===== config.mk =====
export PLATFORM = sky130hd
export DESIGN_NAME = camdd_core
export DESIGN_NICKNAME = d
export VERILOG_FILES = /design/src/core/camdd_pkg.sv /design/src/core/camdd_core.sv /design/src/core/camdd_divider.sv
export VERILOG_INCLUDE_DIRS = /design/src /design/src/core
export SDC_FILE = /design/constraint.sdc
export NUM_CORES = 2
export LEC_CHECK = 0
export BUFFER_PORTS_ARGS = -buffer_cell sky130_fd_sc_hd__buf_4
export CORE_MARGIN = 2
export CORE_UTILIZATION = 45
export DETAILED_ROUTE_END_ITERATION = 10
export HOLD_SLACK_MARGIN = 0.06
export MAX_ROUTING_LAYER = met4
export SYNTH_ARGS = -nofsm -noshare
export SYNTH_HDL_FRONTEND = slang
export SYNTH_SLANG_ARGS = --single-unit

===== constraint.sdc =====
create_clock -name i_clk_sys -period 17.4 [get_ports i_clk_sys]
set_clock_uncertainty 0.05 [all_clocks]
set_input_delay 2.61 -clock i_clk_sys [delete_from_list [all_inputs] [get_ports i_clk_sys]]
set_output_delay 2.61 -clock i_clk_sys [all_outputs]
set_load 0.02 [all_outputs]

===== src/core/camdd_regs.svh =====
`ifndef CAMDD_REGS_SVH
`define CAMDD_REGS_SVH
// Register indices on the plain register port
`define CAMDD_ADDR_CORE_CTRL 4'h0
`define CAMDD_ADDR_STATUS 4'h1
`define CAMDD_ADDR_ACCUMULATOR_A_LO 4'h2
`define CAMDD_ADDR_ACCUMULATOR_A_HI 4'h3
`define CAMDD_ADDR_ACCUMULATOR_A_UP 4'h4
`define CAMDD_ADDR_ACCUMULATOR_B_LO 4'h5
`define CAMDD_ADDR_ACCUMULATOR_B_HI 4'h6
`define CAMDD_ADDR_ACCUMULATOR_B_UP 4'h7
// core_control_word fields
`define CAMDD_CCW_FRAC_INT 0
`define CAMDD_CCW_SIGN_LO 1
`define CAMDD_CCW_SIGN_HI 2
`define CAMDD_CCW_ROUND 3
`define CAMDD_CCW_SAT_A 4
`define CAMDD_CCW_SAT_B 5
`define CAMDD_CCW_SAT_MEM 6
`define CAMDD_CCW_SAT_WIDTH 7
`define CAMDD_CCW_RESET 8'h00
// status_word fields
`define CAMDD_SW_CARRY 0
`define CAMDD_SW_ZERO 1
`define CAMDD_SW_NEG 2
`define CAMDD_SW_WRAP 3
`define CAMDD_SW_NIBBLE 4
`define CAMDD_SW_RESET 5'h00
// Divider iterations, one per divisor bit
`define CAMDD_DIV_CYCLES 16
`endif


===== src/core/camdd_pkg.sv =====
package camdd_pkg;
	typedef enum logic [2:0]
	{
		ALU_ADD = 3'h0,
		ALU_SUB = 3'h1,
		ALU_AND = 3'h2,
		ALU_IOR = 3'h3,
		ALU_XOR = 3'h4,
		ALU_SHL = 3'h5,
		ALU_SHR = 3'h6,
		ALU_ASR = 3'h7
	} camdd_alu_op_t;

	typedef enum logic [2:0]
	{
		MUL_SS = 3'h0,
		MUL_UU = 3'h1,
		MUL_SU = 3'h2,
		MUL_US = 3'h3,
		MUL_S_LIT = 3'h4,
		MUL_U_LIT = 3'h5,
		MUL_BYTE_UU = 3'h6
	} camdd_mul_mode_t;

	typedef enum logic [3:0]
	{
		DSP_ACC_ZERO = 4'h0,
		DSP_SQ_DIFF = 4'h1,
		DSP_SQ_DIFF_ACCUM = 4'h2,
		DSP_MULT_ACCUM = 4'h3,
		DSP_SQ_ACCUM = 4'h4,
		DSP_PREFETCH_MOVE = 4'h5,
		DSP_MULT = 4'h6,
		DSP_SQ = 4'h7,
		DSP_NEG_MULT = 4'h8,
		DSP_MULT_SUB = 4'h9,
		DSP_ACC_ADD = 4'hA,
		DSP_ACC_SUB = 4'hB,
		DSP_ACC_NEG = 4'hC
	} camdd_dsp_op_t;

	typedef enum logic [0:0]
	{
		DIV_IDLE = 1'b0,
		DIV_RUN = 1'b1
	} camdd_div_state_t;
endpackage


===== src/core/camdd_core.sv =====
// Overview of operation
// - 16-bit ALU: add, subtract, shifts, logic
// - Arithmetic uses two's complement operands
// - ALU updates carry, zero, negative, wrap, nibble
// - Subtract: carry and nibble flags mean no-borrow
// - Byte or word size per instruction
// - Operands/results from work registers or memory
// - 17x17 multiplier extends signed or unsigned operands
// - Word, literal and byte multiply modes supported
// - Divide 32/16 and 16/16, signed and unsigned
// - Quotient to first, remainder to second register
// - Any divisor register, aligned dividend pair
// - One divide cycle per divisor bit
// - DSP multiplier, 40-bit shifter, adder, two accumulators
// - Accumulator add, subtract, negate without operands
// - Control word picks fraction, sign, rounding
// - Separate saturation enables, selectable saturation width
// - DSP ops with optional accumulator write-back
//
// The implementer's own choices: the plain strobed port and the register addresses.
`timescale 1ns/1ps
`include "camdd_regs.svh"
module camdd_core
	import camdd_pkg::*;
(
	input wire logic i_clk_sys, // 250 MHz core clock
	input wire logic i_rst, // Async reset, active high
	input wire logic [3:0] i_reg_addr, // Register index
	input wire logic [15:0] i_reg_wdata, // Register write data
	input wire logic i_reg_wr, // Register write strobe
	input wire logic i_reg_rd, // Register read strobe
	output logic [15:0] o_reg_rdata, // Read data, cycle after strobe
	input wire logic i_alu_valid, // ALU op request
	input wire camdd_alu_op_t i_alu_op, // ALU operation
	input wire logic i_alu_byte, // Byte-size operation
	input wire logic i_alu_src_mem, // Operand A from memory
	input wire logic i_alu_dst_mem, // Result to memory
	input wire logic [15:0] i_w_opnd, // Operand A from work register
	input wire logic [15:0] i_mem_opnd, // Operand A from memory
	input wire logic [15:0] i_alu_b, // Operand B / shift count
	output logic o_alu_done, // ALU result pulse
	output logic [15:0] o_alu_result, // ALU result
	output logic o_alu_w_wr, // Write result to work register
	output logic o_alu_mem_wr, // Write result to memory
	output logic [4:0] o_status_word, // Flags: NIB,WRAP,NEG,ZERO,CARRY
	input wire logic i_mul_valid, // Multiply request
	input wire camdd_mul_mode_t i_mul_mode, // Multiply mode
	input wire logic [15:0] i_mul_a, // Multiplicand
	input wire logic [15:0] i_mul_b, // Multiplier or literal
	output logic o_mul_done, // Product pulse
	output logic [31:0] o_mul_prod, // Product
	input wire logic i_div_start, // Divide request
	input wire logic i_div_signed, // Signed divide
	input wire logic i_div_long, // 32-bit dividend
	input wire logic [31:0] i_div_dividend, // Register pair, odd:even
	input wire logic [15:0] i_div_divisor, // Any work register
	output logic o_div_busy, // Divider iterating
	output logic o_div_done, // Quotient and remainder valid
	output logic [15:0] o_div_w0, // Quotient, first register
	output logic [15:0] o_div_w1, // Remainder, second register
	input wire logic i_dsp_valid, // DSP op request
	input wire camdd_dsp_op_t i_dsp_op, // DSP operation
	input wire logic i_dsp_acc_sel, // Target: 0 A, 1 B
	input wire logic i_dsp_wb, // Write back other accumulator
	input wire logic signed [5:0] i_dsp_shift, // Result shift, +left
	input wire logic [15:0] i_dsp_x, // X operand
	input wire logic [15:0] i_dsp_y, // Y operand
	output logic o_dsp_done, // DSP op pulse
	output logic o_wb_valid, // Write-back pulse
	output logic [15:0] o_wb_data // Rounded write-back word
);
	logic [7:0] ccw_q;
	logic [4:0] sw_q;
	logic [39:0] accumulator_a_q;
	logic [39:0] accumulator_b_q;

	// ALU datapath
	logic [15:0] opa;
	logic [16:0] sum;
	logic [15:0] res;
	logic [15:0] bx;
	logic [3:0] sh;
	logic c_f;
	logic z_f;
	logic n_f;
	logic v_f;
	logic dc_f;
	logic arith;
	logic [16:0] shl_w;
	logic [16:0] shr_w;
	logic [15:0] shs;

	assign opa = i_alu_src_mem ? i_mem_opnd : i_w_opnd;
	assign sh = i_alu_b[3:0];
	assign shl_w = {1'b0, opa} << sh;
	assign shs = !i_alu_byte ? opa
		: {(i_alu_op == ALU_ASR && opa[7]) ? 8'hFF : 8'h00, opa[7:0]};
	assign shr_w = i_alu_op == ALU_ASR ? 17'($signed({shs, 1'b0}) >>> sh)
		: ({shs, 1'b0} >> sh);

	always_comb
	begin
		arith = (i_alu_op == ALU_ADD) || (i_alu_op == ALU_SUB);
		// Subtract as a + ~b + 1 so carry reads as no-borrow
		bx = (i_alu_op == ALU_SUB) ? ~i_alu_b : i_alu_b;
		sum = {1'b0, opa} + {1'b0, bx} + {16'h0000, i_alu_op == ALU_SUB};
		res = 16'h0000;
		c_f = sw_q[`CAMDD_SW_CARRY];
		dc_f = sw_q[`CAMDD_SW_NIBBLE];
		v_f = sw_q[`CAMDD_SW_WRAP];
		case (i_alu_op)
			ALU_ADD, ALU_SUB: res = sum[15:0];
			ALU_AND: res = opa & i_alu_b;
			ALU_IOR: res = opa | i_alu_b;
			ALU_XOR: res = opa ^ i_alu_b;
			ALU_SHL: res = shl_w[15:0];
			ALU_SHR, ALU_ASR: res = shr_w[16:1];
			default: res = 16'h0000;
		endcase
		if (i_alu_byte)
			res = {8'h00, res[7:0]};
		if (arith)
		begin
			if (i_alu_byte)
			begin
				c_f = opa[8] ^ bx[8] ^ sum[8];
				v_f = (opa[7] == bx[7]) && (res[7] != opa[7]);
			end
			else
			begin
				c_f = sum[16];
				v_f = (opa[15] == bx[15]) && (res[15] != opa[15]);
			end
			dc_f = opa[4] ^ bx[4] ^ sum[4];
		end
		else if (i_alu_op == ALU_SHL && sh != 4'h0)
			c_f = i_alu_byte ? shl_w[8] : shl_w[16];
		else if ((i_alu_op == ALU_SHR || i_alu_op == ALU_ASR) && sh != 4'h0)
			c_f = shr_w[0];
		z_f = i_alu_byte ? (res[7:0] == 8'h00) : (res == 16'h0000);
		n_f = i_alu_byte ? res[7] : res[15];
	end

	always_ff @(posedge i_clk_sys or posedge i_rst)
	begin
		if (i_rst)
		begin
			sw_q <= `CAMDD_SW_RESET;
			o_alu_done <= 1'b0;
			o_alu_result <= 16'h0000;
			o_alu_w_wr <= 1'b0;
			o_alu_mem_wr <= 1'b0;
		end
		else
		begin
			o_alu_done <= i_alu_valid;
			o_alu_w_wr <= i_alu_valid && !i_alu_dst_mem;
			o_alu_mem_wr <= i_alu_valid && i_alu_dst_mem;
			if (i_alu_valid)
			begin
				o_alu_result <= res;
				sw_q <= {dc_f, v_f, n_f, z_f, c_f};
			end
		end
	end

	// Integer multiplier on 17-bit extended operands
	logic [16:0] ma;
	logic [16:0] mb;
	logic [33:0] mprod;

	always_comb
	begin
		ma = {i_mul_a[15], i_mul_a};
		mb = {i_mul_b[15], i_mul_b};
		case (i_mul_mode)
			MUL_SS: ;
			MUL_UU: {ma, mb} = {1'b0, i_mul_a, 1'b0, i_mul_b};
			MUL_SU: mb = {1'b0, i_mul_b};
			MUL_US: ma = {1'b0, i_mul_a};
			MUL_S_LIT: mb = {12'h000, i_mul_b[4:0]};
			MUL_U_LIT: {ma, mb} = {1'b0, i_mul_a, 12'h000, i_mul_b[4:0]};
			MUL_BYTE_UU: {ma, mb} = {9'h000, i_mul_a[7:0], 9'h000, i_mul_b[7:0]};
			default: ;
		endcase
		mprod = 34'($signed(ma) * $signed(mb));
	end

	always_ff @(posedge i_clk_sys or posedge i_rst)
	begin
		if (i_rst)
		begin
			o_mul_done <= 1'b0;
			o_mul_prod <= 32'h00000000;
		end
		else
		begin
			o_mul_done <= i_mul_valid;
			if (i_mul_valid)
				o_mul_prod <= mprod[31:0];
		end
	end

	// Divider: 16-bit dividend extended to the common 32-bit path
	logic [31:0] dvd;
	logic [15:0] sgn_hi;

	assign sgn_hi = {16{i_div_signed & i_div_dividend[15]}};
	assign dvd = i_div_long ? i_div_dividend : {sgn_hi, i_div_dividend[15:0]};

	camdd_divider #(
		.DW(16)
	) u_div (
		.i_clk_sys(i_clk_sys),
		.i_rst(i_rst),
		.i_start(i_div_start),
		.i_signed(i_div_signed),
		.i_dividend(dvd),
		.i_divisor(i_div_divisor),
		.o_busy(o_div_busy),
		.o_done(o_div_done),
		.o_quot(o_div_w0),
		.o_rem(o_div_w1)
	);

	// DSP engine
	logic [39:0] acc_t;
	logic [39:0] acc_o;
	logic [16:0] dx;
	logic [16:0] dy;
	logic [16:0] diff;
	logic [33:0] dprod;
	logic [40:0] p41;
	logic [40:0] s41;
	logic [39:0] shv;
	logic sat_en;
	logic wb_op;

	function automatic logic [39:0] sat40(input logic [40:0] s, input logic en, input logic w40);
		logic [39:0] r;
		r = s[39:0];
		if (en && w40 && (s[40] != s[39]))
			r = s[40] ? 40'h8000000000 : 40'h7FFFFFFFFF;
		else if (en && !w40 && (s[40:31] != {10{s[40]}}))
			r = s[40] ? 40'hFF80000000 : 40'h007FFFFFFF;
		return r;
	endfunction

	function automatic logic [15:0] rnd16(input logic [39:0] a, input logic conv, input logic st);
		logic [24:0] u;
		logic inc;
		inc = a[15];
		if (conv && a[15:0] == 16'h8000)
			inc = a[16]; // Ties round to even
		u = 25'($signed(a[39:16])) + {24'h000000, inc};
		rnd16 = u[15:0];
		if (st && (u[24:15] != {10{u[24]}}))
			rnd16 = u[24] ? 16'h8000 : 16'h7FFF;
	endfunction

	always_comb
	begin
		acc_t = i_dsp_acc_sel ? accumulator_b_q : accumulator_a_q;
		acc_o = i_dsp_acc_sel ? accumulator_a_q : accumulator_b_q;
		sat_en = i_dsp_acc_sel ? ccw_q[`CAMDD_CCW_SAT_B] : ccw_q[`CAMDD_CCW_SAT_A];
		diff = 17'($signed({i_dsp_x[15], i_dsp_x}) - $signed({i_dsp_y[15], i_dsp_y}));
		dx = {i_dsp_x[15], i_dsp_x};
		dy = {i_dsp_y[15], i_dsp_y};
		case (ccw_q[`CAMDD_CCW_SIGN_HI:`CAMDD_CCW_SIGN_LO])
			2'h1: {dx, dy} = {1'b0, i_dsp_x, 1'b0, i_dsp_y};
			2'h2: dy = {1'b0, i_dsp_y};
			default: ;
		endcase
		if (i_dsp_op == DSP_SQ_DIFF || i_dsp_op == DSP_SQ_DIFF_ACCUM)
			{dx, dy} = {diff, diff};
		else if (i_dsp_op == DSP_SQ_ACCUM || i_dsp_op == DSP_SQ)
			dy = dx;
		dprod = 34'($signed(dx) * $signed(dy));
		p41 = 41'($signed(dprod));
		if (!ccw_q[`CAMDD_CCW_FRAC_INT])
			p41 = {p41[39:0], 1'b0};
		case (i_dsp_op)
			DSP_ACC_ZERO: s41 = 41'h00000000000;
			DSP_SQ_DIFF, DSP_MULT, DSP_SQ: s41 = p41;
			DSP_NEG_MULT: s41 = -p41;
			DSP_SQ_DIFF_ACCUM, DSP_MULT_ACCUM, DSP_SQ_ACCUM: s41 = {acc_t[39], acc_t} + p41;
			DSP_MULT_SUB: s41 = {acc_t[39], acc_t} - p41;
			DSP_ACC_ADD: s41 = {acc_t[39], acc_t} + {acc_o[39], acc_o};
			DSP_ACC_SUB: s41 = {acc_t[39], acc_t} - {acc_o[39], acc_o};
			DSP_ACC_NEG: s41 = -{acc_t[39], acc_t};
			DSP_PREFETCH_MOVE: s41 = {acc_t[39], acc_t};
			default: s41 = {acc_t[39], acc_t};
		endcase
		shv = sat40(s41, sat_en, ccw_q[`CAMDD_CCW_SAT_WIDTH]);
		// Barrel shift of the 40-bit result
		if (i_dsp_shift < 0)
			shv = 40'($signed(shv) >>> (-i_dsp_shift));
		else
			shv = shv << i_dsp_shift;
		wb_op = (i_dsp_op == DSP_ACC_ZERO) || (i_dsp_op == DSP_MULT_ACCUM)
			|| (i_dsp_op == DSP_PREFETCH_MOVE) || (i_dsp_op == DSP_MULT_SUB);
	end

	always_ff @(posedge i_clk_sys or posedge i_rst)
	begin
		if (i_rst)
		begin
			accumulator_a_q <= 40'h0000000000;
			accumulator_b_q <= 40'h0000000000;
			o_dsp_done <= 1'b0;
			o_wb_valid <= 1'b0;
			o_wb_data <= 16'h0000;
		end
		else
		begin
			o_dsp_done <= i_dsp_valid;
			o_wb_valid <= i_dsp_valid && i_dsp_wb && wb_op;
			if (i_dsp_valid && i_dsp_wb && wb_op)
				o_wb_data <= rnd16(acc_o, ccw_q[`CAMDD_CCW_ROUND], ccw_q[`CAMDD_CCW_SAT_MEM]);
			if (i_dsp_valid && !i_dsp_acc_sel)
				accumulator_a_q <= shv;
			if (i_dsp_valid && i_dsp_acc_sel)
				accumulator_b_q <= shv;
		end
	end

	// Register port
	always_ff @(posedge i_clk_sys or posedge i_rst)
	begin
		if (i_rst)
			ccw_q <= `CAMDD_CCW_RESET;
		else if (i_reg_wr && i_reg_addr == `CAMDD_ADDR_CORE_CTRL)
			ccw_q <= i_reg_wdata[7:0];
	end

	always_ff @(posedge i_clk_sys or posedge i_rst)
	begin
		if (i_rst)
			o_reg_rdata <= 16'h0000;
		else if (i_reg_rd)
		begin
			case (i_reg_addr)
				`CAMDD_ADDR_CORE_CTRL: o_reg_rdata <= {8'h00, ccw_q};
				`CAMDD_ADDR_STATUS: o_reg_rdata <= {11'h000, sw_q};
				`CAMDD_ADDR_ACCUMULATOR_A_LO: o_reg_rdata <= accumulator_a_q[15:0];
				`CAMDD_ADDR_ACCUMULATOR_A_HI: o_reg_rdata <= accumulator_a_q[31:16];
				`CAMDD_ADDR_ACCUMULATOR_A_UP: o_reg_rdata <= {8'h00, accumulator_a_q[39:32]};
				`CAMDD_ADDR_ACCUMULATOR_B_LO: o_reg_rdata <= accumulator_b_q[15:0];
				`CAMDD_ADDR_ACCUMULATOR_B_HI: o_reg_rdata <= accumulator_b_q[31:16];
				`CAMDD_ADDR_ACCUMULATOR_B_UP: o_reg_rdata <= {8'h00, accumulator_b_q[39:32]};
				default: o_reg_rdata <= 16'h0000;
			endcase
		end
		else
			o_reg_rdata <= 16'h0000;
	end

	assign o_status_word = sw_q;
endmodule


===== src/core/camdd_divider.sv =====
`timescale 1ns/1ps
`include "camdd_regs.svh"
module camdd_divider
	import camdd_pkg::*;
#(
	parameter int DW = 16
)
(
	input wire logic i_clk_sys, // Core clock
	input wire logic i_rst, // Async reset
	input wire logic i_start, // Start pulse
	input wire logic i_signed, // Signed divide
	input wire logic [2*DW-1:0] i_dividend, // Extended dividend
	input wire logic [DW-1:0] i_divisor, // Divisor
	output logic o_busy, // Iterating
	output logic o_done, // Result valid pulse
	output logic [DW-1:0] o_quot, // Quotient
	output logic [DW-1:0] o_rem // Remainder
);
	localparam logic [5:0] LAST = 6'(`CAMDD_DIV_CYCLES - 1);

	camdd_div_state_t state_q;
	logic [DW:0] rem_q;
	logic [DW-1:0] quo_q;
	logic [DW-1:0] dsr_q;
	logic [5:0] cnt_q;
	logic neg_q_q;
	logic neg_r_q;
	logic [DW:0] trial;
	logic fits;
	logic [2*DW-1:0] dvd_mag;

	if (DW != `CAMDD_DIV_CYCLES)
	begin : g_chk
		$error("camdd_divider: DW must equal the iteration count");
	end

	assign dvd_mag = (i_signed && i_dividend[2*DW-1]) ? -i_dividend : i_dividend;
	assign trial = {rem_q[DW-1:0], quo_q[DW-1]};
	assign fits = trial >= {1'b0, dsr_q};

	always_ff @(posedge i_clk_sys or posedge i_rst)
	begin
		if (i_rst)
		begin
			state_q <= DIV_IDLE;
			rem_q <= '0;
			quo_q <= '0;
			dsr_q <= '0;
			cnt_q <= 6'h00;
			neg_q_q <= 1'b0;
			neg_r_q <= 1'b0;
		end
		else
		begin
			case (state_q)
				DIV_IDLE:
				begin
					if (i_start)
					begin
						rem_q <= {1'b0, dvd_mag[2*DW-1:DW]};
						quo_q <= dvd_mag[DW-1:0];
						dsr_q <= (i_signed && i_divisor[DW-1]) ? -i_divisor : i_divisor;
						neg_q_q <= i_signed && (i_dividend[2*DW-1] ^ i_divisor[DW-1]);
						neg_r_q <= i_signed && i_dividend[2*DW-1];
						cnt_q <= 6'h00;
						state_q <= DIV_RUN;
					end
				end
				DIV_RUN:
				begin
					// One quotient bit per cycle
					rem_q <= fits ? trial - {1'b0, dsr_q} : trial;
					quo_q <= {quo_q[DW-2:0], fits};
					cnt_q <= cnt_q + 6'h01;
					if (cnt_q == LAST)
					begin
						state_q <= DIV_IDLE;
					end
				end
				default:
				begin
					state_q <= DIV_IDLE;
				end
			endcase
		end
	end

	always_ff @(posedge i_clk_sys or posedge i_rst)
	begin
		if (i_rst)
		begin
			o_done <= 1'b0;
			o_busy <= 1'b0;
			o_quot <= '0;
			o_rem <= '0;
		end
		else
		begin
			o_busy <= (state_q == DIV_IDLE) ? i_start : (cnt_q != LAST);
			o_done <= 1'b0;
			if (state_q == DIV_RUN && cnt_q == LAST)
			begin
				o_done <= 1'b1;
				o_quot <= neg_q_q ? -{quo_q[DW-2:0], fits} : {quo_q[DW-2:0], fits};
				o_rem <= neg_r_q ? -(fits ? trial[DW-1:0] - dsr_q : trial[DW-1:0])
					: (fits ? trial[DW-1:0] - dsr_q : trial[DW-1:0]);
			end
		end
	end
endmodule


Word level (Yosys, flattened, before mapping)

Cells that the tools add are included.

Input port bits: 211
Flip-flop bits (word level): 270
Logic and storage cells: 216
Output and inout port bits: 125

Eq/ne operators: 45
Reductions and logical operators: 50
Shift operators: 5
Add/subtract/negate cells: 18
Multipliers: 2
Magnitude comparators: 2
Bitwise operators: 11
Muxes and demuxes: 56

Operator list:

| operator                                      | number |
|---|---|
| one-hot mux 41 bit (8 select lines)           | 1 |
| two-way mux 40 bit                            | 7 |
| two-way mux 16 bit                            | 14 |
| one-hot mux 16 bit (8 select lines)           | 1 |
| two-way mux 17 bit                            | 6 |
| one-hot mux 16 bit (6 select lines)           | 1 |
| negator 41 bit                                | 2 |
| two-way mux 32 bit                            | 2 |
| one-hot mux 16 bit (2 select lines)           | 2 |
| one-hot mux 17 bit (3 select lines)           | 1 |
| negator 16 bit                                | 3 |
| adder 40 x 35 -> 41 bit                       | 1 |
| adder 40 x 40 -> 41 bit                       | 1 |
| subtractor 40 x 35 -> 41 bit                  | 1 |
| subtractor 40 x 40 -> 41 bit                  | 1 |
| << shifter 40 x 6 -> 40 bit                   | 1 |
| >>> shifter 40 x 6 -> 40 bit                  | 1 |
| multiplier 17 x 17 -> 34 bit                  | 1 |
| two-way mux 34 bit                            | 1 |
| one-hot mux 17 bit (2 select lines)           | 1 |
| == test 4 x 3 -> 1 bit, second input constant | 8 |
| multiplier 17 x 17 -> 32 bit                  | 1 |
| negator 32 bit                                | 1 |
| subtractor 16 bit                             | 2 |
| 50 further kinds                              | 128 |

Longest topological paths before layout

Depth in word-level cells: 15
Mapped depth: 69
Depth with buffers taken out: 64

Modules after synthesis

Synthesis repeated with hierarchy kept, for this count alone.

Cells, all modules: 7121
Area, all modules: 55916.1 µm²

By module, submodules not included:

| module        | area each (µm²) | cells an instance | instances |
|---|---|---|---|
| camdd_core    | 49278.5         | 6306              | 1 |
| camdd_divider | 6637.6          | 815               | 1 |

Least setup slack after synthesis

No wires, ideal clock.

Path type: input to register
From: input port i_dsp_y[1]
To: register accumulator_a_q[9]
Setup slack: 0.595 ns
Arrival time: 16.690 ns
Library setup time: 0.065 ns
Cell stages on the path: 60
Cell sequence: inv_1 > ha_1 > nor2b_1 > o21ai_0 > a21oi_1 > o21ai_0 > a21boi_0 > o21ai_0 > a21boi_0 > o21ai_0 > a21oi_1 > o21ai_0 > a21boi_0 > o21ai_0 > a21oi_1 > o21ai_0 > and3_1 > nor3_1 > [24 not listed] > clkbuf_1 > inv_1 > o21bai_1 > a21oi_1 > o211ai_1 > o21ai_0 > o21a_1 > and3_1 > or4_4 > nand3_2 > mux2_4 > o31a_2 > a22oi_1 > o221ai_1 > mux4_2 > o211a_1 > o31ai_2 > mux2_2

Word-level cells in the longest chain between the ends: 13

Ends and longest elaborated chain:

| element                                                                     | RTL line                             | RTL |
|---|---|---|
| start, declared                                                             | camdd_core.sv:67                     | `input wire logic [15:0] i_dsp_y,` |
| branches (longest 3 deep; another with subtractor 16 x 16 -> 17 bit)        | --                                   |  |
| multiplier 17 x 17 -> 34 bit *                                              | camdd_core.sv:278                    | `dprod = 34'($signed(dx) * $signed(dy));` |
| two-way mux 34 bit                                                          | camdd_core.sv:280                    | `` if (!ccw_q[`CAMDD_CCW_FRAC_INT]) `` |
| negator 41 bit (tied with other cells)                                      | camdd_core.sv:285                    | `DSP_NEG_MULT: s41 = -p41;` |
| one-hot mux 41 bit (8 select lines) *                                       | camdd_core.sv:282                    | `case (i_dsp_op)` |
| != test 9 bit                                                               | camdd_core.sv:244                    | `else if (en && !w40 && (s[40:31] != {10{s[40]}}))` |
| logical AND 1 bit                                                           | camdd_core.sv:244                    |  |
| two-way mux 40 bit                                                          | camdd_core.sv:244                    |  |
| two-way mux 40 bit *                                                        | camdd_core.sv:242                    | `if (en && w40 && (s[40] != s[39]))` |
| << shifter 40 x 6 -> 40 bit or >>> shifter 40 x 6 -> 40 bit (tied branches) | camdd_core.sv:299, camdd_core.sv:297 |  |
| two-way mux 40 bit *                                                        | camdd_core.sv:296                    | `if (i_dsp_shift < 0)` |
| end signal, assigned                                                        | camdd_core.sv:321                    | `accumulator_a_q <= shv;` |
| end, declared                                                               | camdd_core.sv:74                     | `logic [39:0] accumulator_a_q;` |

Mark *: on every way between the ends.
A chain may end at the register's enable or synchronous reset.

Worst setup path in the final report

From: input port i_dsp_x[0]
To: register accumulator_b_q[19]

Word-level cells in the longest chain between the ends: 13

Ends and longest elaborated chain:

| element                                                                     | RTL line                             | RTL |
|---|---|---|
| start, declared                                                             | camdd_core.sv:66                     | `input wire logic [15:0] i_dsp_x,` |
| branches (longest 3 deep; another with subtractor 16 x 16 -> 17 bit)        | --                                   |  |
| multiplier 17 x 17 -> 34 bit *                                              | camdd_core.sv:278                    |  |
| two-way mux 34 bit                                                          | camdd_core.sv:280                    |  |
| negator 41 bit (tied with other cells)                                      | camdd_core.sv:285                    |  |
| one-hot mux 41 bit (8 select lines) *                                       | camdd_core.sv:282                    |  |
| != test 9 bit                                                               | camdd_core.sv:244                    |  |
| logical AND 1 bit                                                           | camdd_core.sv:244                    |  |
| two-way mux 40 bit                                                          | camdd_core.sv:244                    |  |
| two-way mux 40 bit *                                                        | camdd_core.sv:242                    |  |
| << shifter 40 x 6 -> 40 bit or >>> shifter 40 x 6 -> 40 bit (tied branches) | camdd_core.sv:299, camdd_core.sv:297 |  |
| two-way mux 40 bit *                                                        | camdd_core.sv:296                    |  |
| end signal, assigned                                                        | camdd_core.sv:323                    | `accumulator_b_q <= shv;` |
| end, declared                                                               | camdd_core.sv:75                     | `logic [39:0] accumulator_b_q;` |

Marked as above.

==> results.sh <==
export IMPL_multiInputGateArea_sq_um=45800
export IMPL_die_area_sq_um=128000
export IMPL_yosys_top_cells_area="fa_1, dfrtp_1, ha_1"
export IMPL_drive_gt1_share_pct=20.8
export IMPL_slowest_delay_ns=0.61
export IMPL_final_hold_viol_count=0
export IMPL_cp_depth=71
export IMPL_cts_tree="built"
export IMPL_path_clk_slew_ns=0.06
export IMPL_synth_area_leader_cell="fa_1"
export IMPL_rows=130
export IMPL_vias=59000
export IMPL_nFillCells=12200
export IMPL_crit_path_end="accumulator_b_q[19]"
export IMPL_syn2layout_area_growth_pct=21.7
export IMPL_crit_fanout=11
export IMPL_cts_root_buf="clkbuf_16"
export IMPL_grt_ovfl_total=0
export IMPL_design_core_area_sq_um=125000
export IMPL_grt_pass1_vias=57400
export IMPL_ys_top_cells_by_count="nand2_1, inv_1, nor2_1, fa_1, o21ai_0"
export IMPL_path_buf_inv=18
export IMPL_placed_cells=9731
export IMPL_met3_wirelength_mm=20.0
export IMPL_initial_core_util_pct=45.2
export IMPL_clock_latency_ns=0.64
export IMPL_finalCriticalPeriod_ns=17.00
export IMPL_top_layer="met4"
export IMPL_drc=0
export IMPL_drt_vias_per_instance=6.01
export IMPL_synth_main_ff_cell="dfrtp_1"
export IMPL_place_ws_ns=-1.94
export IMPL_synth_area_sq_um=56500
export IMPL_end_kind="flop"
export IMPL_cp_arrival_ns=17.46
export IMPL_nets=9232
export IMPL_min_path_type="flop to flop"
export IMPL_gr_usage_all_layers_pct=38.4
export IMPL_drtPass1Iterations=8
export IMPL_max_cap_viol_count=0
export IMPL_fp_dieH_um=358
export IMPL_synth_seq_cells=269
export IMPL_synth_nets=8349
export IMPL_drv_slew=0
export IMPL_worstMarginPinSlew_ns=1.08
export IMPL_ys_seq_area_share_pct=11.9
export IMPL_cts_max_path_buffers=3
export IMPL_hold_buffers=0
export IMPL_netlist_area_leader_share_pct=20.7
export IMPL_r2r_cells=53
export IMPL_start_kind="input port"
export IMPL_cts_sinks=269
export IMPL_wl_per_cell_um=24.7
export IMPL_wl_met1_mm=103
export IMPL_outcome="complete, no violations"
export IMPL_postPlaceCellArea_sq_um=66500
export IMPL_dpl_hpwl_mm=198
export IMPL_cts_htree_levels=2
export IMPL_synth_area_per_cell_sq_um=7.79
export IMPL_wl_mm=243
export IMPL_drt_initial_drc_count=5990
export IMPL_dr_wl_met2_mm=107
export IMPL_ys_types=120
export IMPL_grt_pass1_wl_mm=363
export IMPL_cp_required_ns=17.86
export IMPL_path_delay_family="compound AO/OA/AOI/OAI gates"
export IMPL_fmax_ghz=0.0588
export IMPL_synthMostInstantiatedCell="nand2_1"
export IMPL_async_reset_ff_share_pct=100
export IMPL_design_area_sq_um=68800
export IMPL_critPathLaunch="i_dsp_x[0]"
export IMPL_r2r_end="accumulator_b_q[19]"
export IMPL_period_share_pct=97.7
export IMPL_criticalPathCategory="input port to flop"
export IMPL_worst_slack_ns=0.402
export IMPL_setup_viol=0
export IMPL_gp_congestion=1.06
export IMPL_synth_edf_count=0
export IMPL_antenna_found_initial=5
export IMPL_boundaryPins=336
export IMPL_r2r_start="ccw_q[2]"
export IMPL_slew_headroom_pct=25.9
export IMPL_syn_instance_count=7256
export IMPL_crit_path_top_delay_cell="or4_4"
export IMPL_yosysWarnings=0
export IMPL_io_buffers=327
export IMPL_r2r_slack_ns=3.71
export IMPL_seq_area_sq_um=6730
export IMPL_grt_max_degree=89
export IMPL_die_w_um=358
export IMPL_cts_made_buffers=37
export IMPL_antenna_left=0
export IMPL_final_cell_count_no_fill=9823
-- per-layer routing --
metal  track usage (%)  vias up
li1                  -    26900
met1              51.6    29000
met2              58.1     2659
met3              5.17      492
met4              16.2        0
met5                 -        -
-- cell type report --
cell class	instances	share of cell area, %
Multi-Input combinational cell	5750	66.6
Timing Repair Buffer	1274	14.2
Sequential cell	269	9.79
Inverter	807	4.42
Tap cell	1650	3.00
Clock buffer	44	1.43
Clock inverter	23	0.553
Antenna cell	6	0.0218
-- state kept, by name (all words and copies together), names as in the netlist, 8 cells and up --
signal	cells
o_wb_data	16
accumulator_b_q	40
u_div.rem_q	16
u_div.dsr_q	16
u_div.quo_q	16
u_div.o_quot	16
ccw_q	8
accumulator_a_q	40
o_reg_rdata	16
u_div.o_rem	16
o_alu_result	16
o_mul_prod	32
-- worst min-delay path by stage --
stage | from | endpoint | slack, ns | depth (start not counted)
3_5_place_dp | u_div.dsr_q[6] | u_div.dsr_q[6] | 0.42 | 2
5_1_grt | u_div.o_quot[0] | u_div.o_quot[0] | 0.46 | 2
4_1_cts | u_div.dsr_q[6] | u_div.dsr_q[6] | 0.43 | 2
6_report | u_div.dsr_q[6] | u_div.dsr_q[6] | 0.43 | 2
2_1_floorplan | u_div.cnt_q[5] | u_div.cnt_q[5] | 0.40 | 1
3_3_place_gp | u_div.dsr_q[3] | u_div.dsr_q[3] | 0.41 | 2
-- stage by stage --
| stage | setup TNS [ns] | hold WS [ns] | util [%] |
|---|---|---|---|
| after global routing | -5.08 | 0.456 | 55.0 |
| after CTS | 0 | 0.434 | 54.5 |
| after floorplan | 0 | 0.397 | - |
| after global placement | -85.17 | 0.413 | 53.2 |
| after detailed placement | -92.89 | 0.421 | 53.2 |
| final | 0 | 0.426 | 55.0 |
-- logic make-up (layout without fill, tap and decap cells) --
logic type      after synthesis  after routing  share of synthesized area (%)
buf+inv                    1237           2148                           8.44
flops                       269            269                           11.9
mux                         328            328                           6.52
other cells                   0              6                              0
simple gates               2340           2340                           19.3
xor+xnor                    281            281                           4.40
fa+ha+maj                   882            882                           27.3
compound gates             1919           1919                           22.1
-- repair_timing --
item / 4_1_cts / 5_1_grt
buffers inserted: 5 / 14
gates cloned: 0 / 1
pin swaps: 10 / 46
endpoints found under the setup margin: 80 / 80
gates resized for setup: 57 / 130
-- worst reg2reg max path: cells and delay by family, from the launching register on --
family	cells	cell delay, ns
and+or+nand+nor	9	2.50
adders and majority gates	9	4.12
buffers and inverters	14	2.02
AOI/OAI and AO/OA	19	3.83
xor gates and xnor gates	1	0.20
muxes	1	0.26
DFF	1	0.57
-- cell usage in the layout, fill, tap and decap left out, types with 23 or more instances in the layout --
master	synthesis	routed
o21ai_1	25	43
nand2b_1	52	52
a21oi_1	407	390
or3_1	55	55
o211ai_1	83	83
inv_1	800	796
nand2_1	844	842
ha_1	299	292
xnor2_1	193	190
nor2_1	619	614
o221ai_1	34	31
nand3_1	118	118
nor2b_1	57	56
nor3_1	160	150
a31oi_1	57	55
nor3b_1	27	27
o31ai_1	60	52
o21ai_0	541	509
mux2_2	109	109
dfrtp_1	269	267
and3_1	98	96
and2_1	111	111
mux2i_1	196	195
a211oi_1	87	75
nor4_1	37	34
a211o_1	33	33
o21bai_1	27	27
a311oi_1	24	23
a21o_1	74	73
o22ai_1	62	61
o21a_1	55	53
or2_2	28	27
xor2_1	86	83
clkbuf_16	0	37
nand4_1	50	50
a22oi_1	52	50
a221oi_1	29	25
fa_1	583	582
buf_4	5	1253
Power is left out: the tool's default activity adds up to more than one toggle a clock period on the data nets, which glitch-free logic cannot reach.
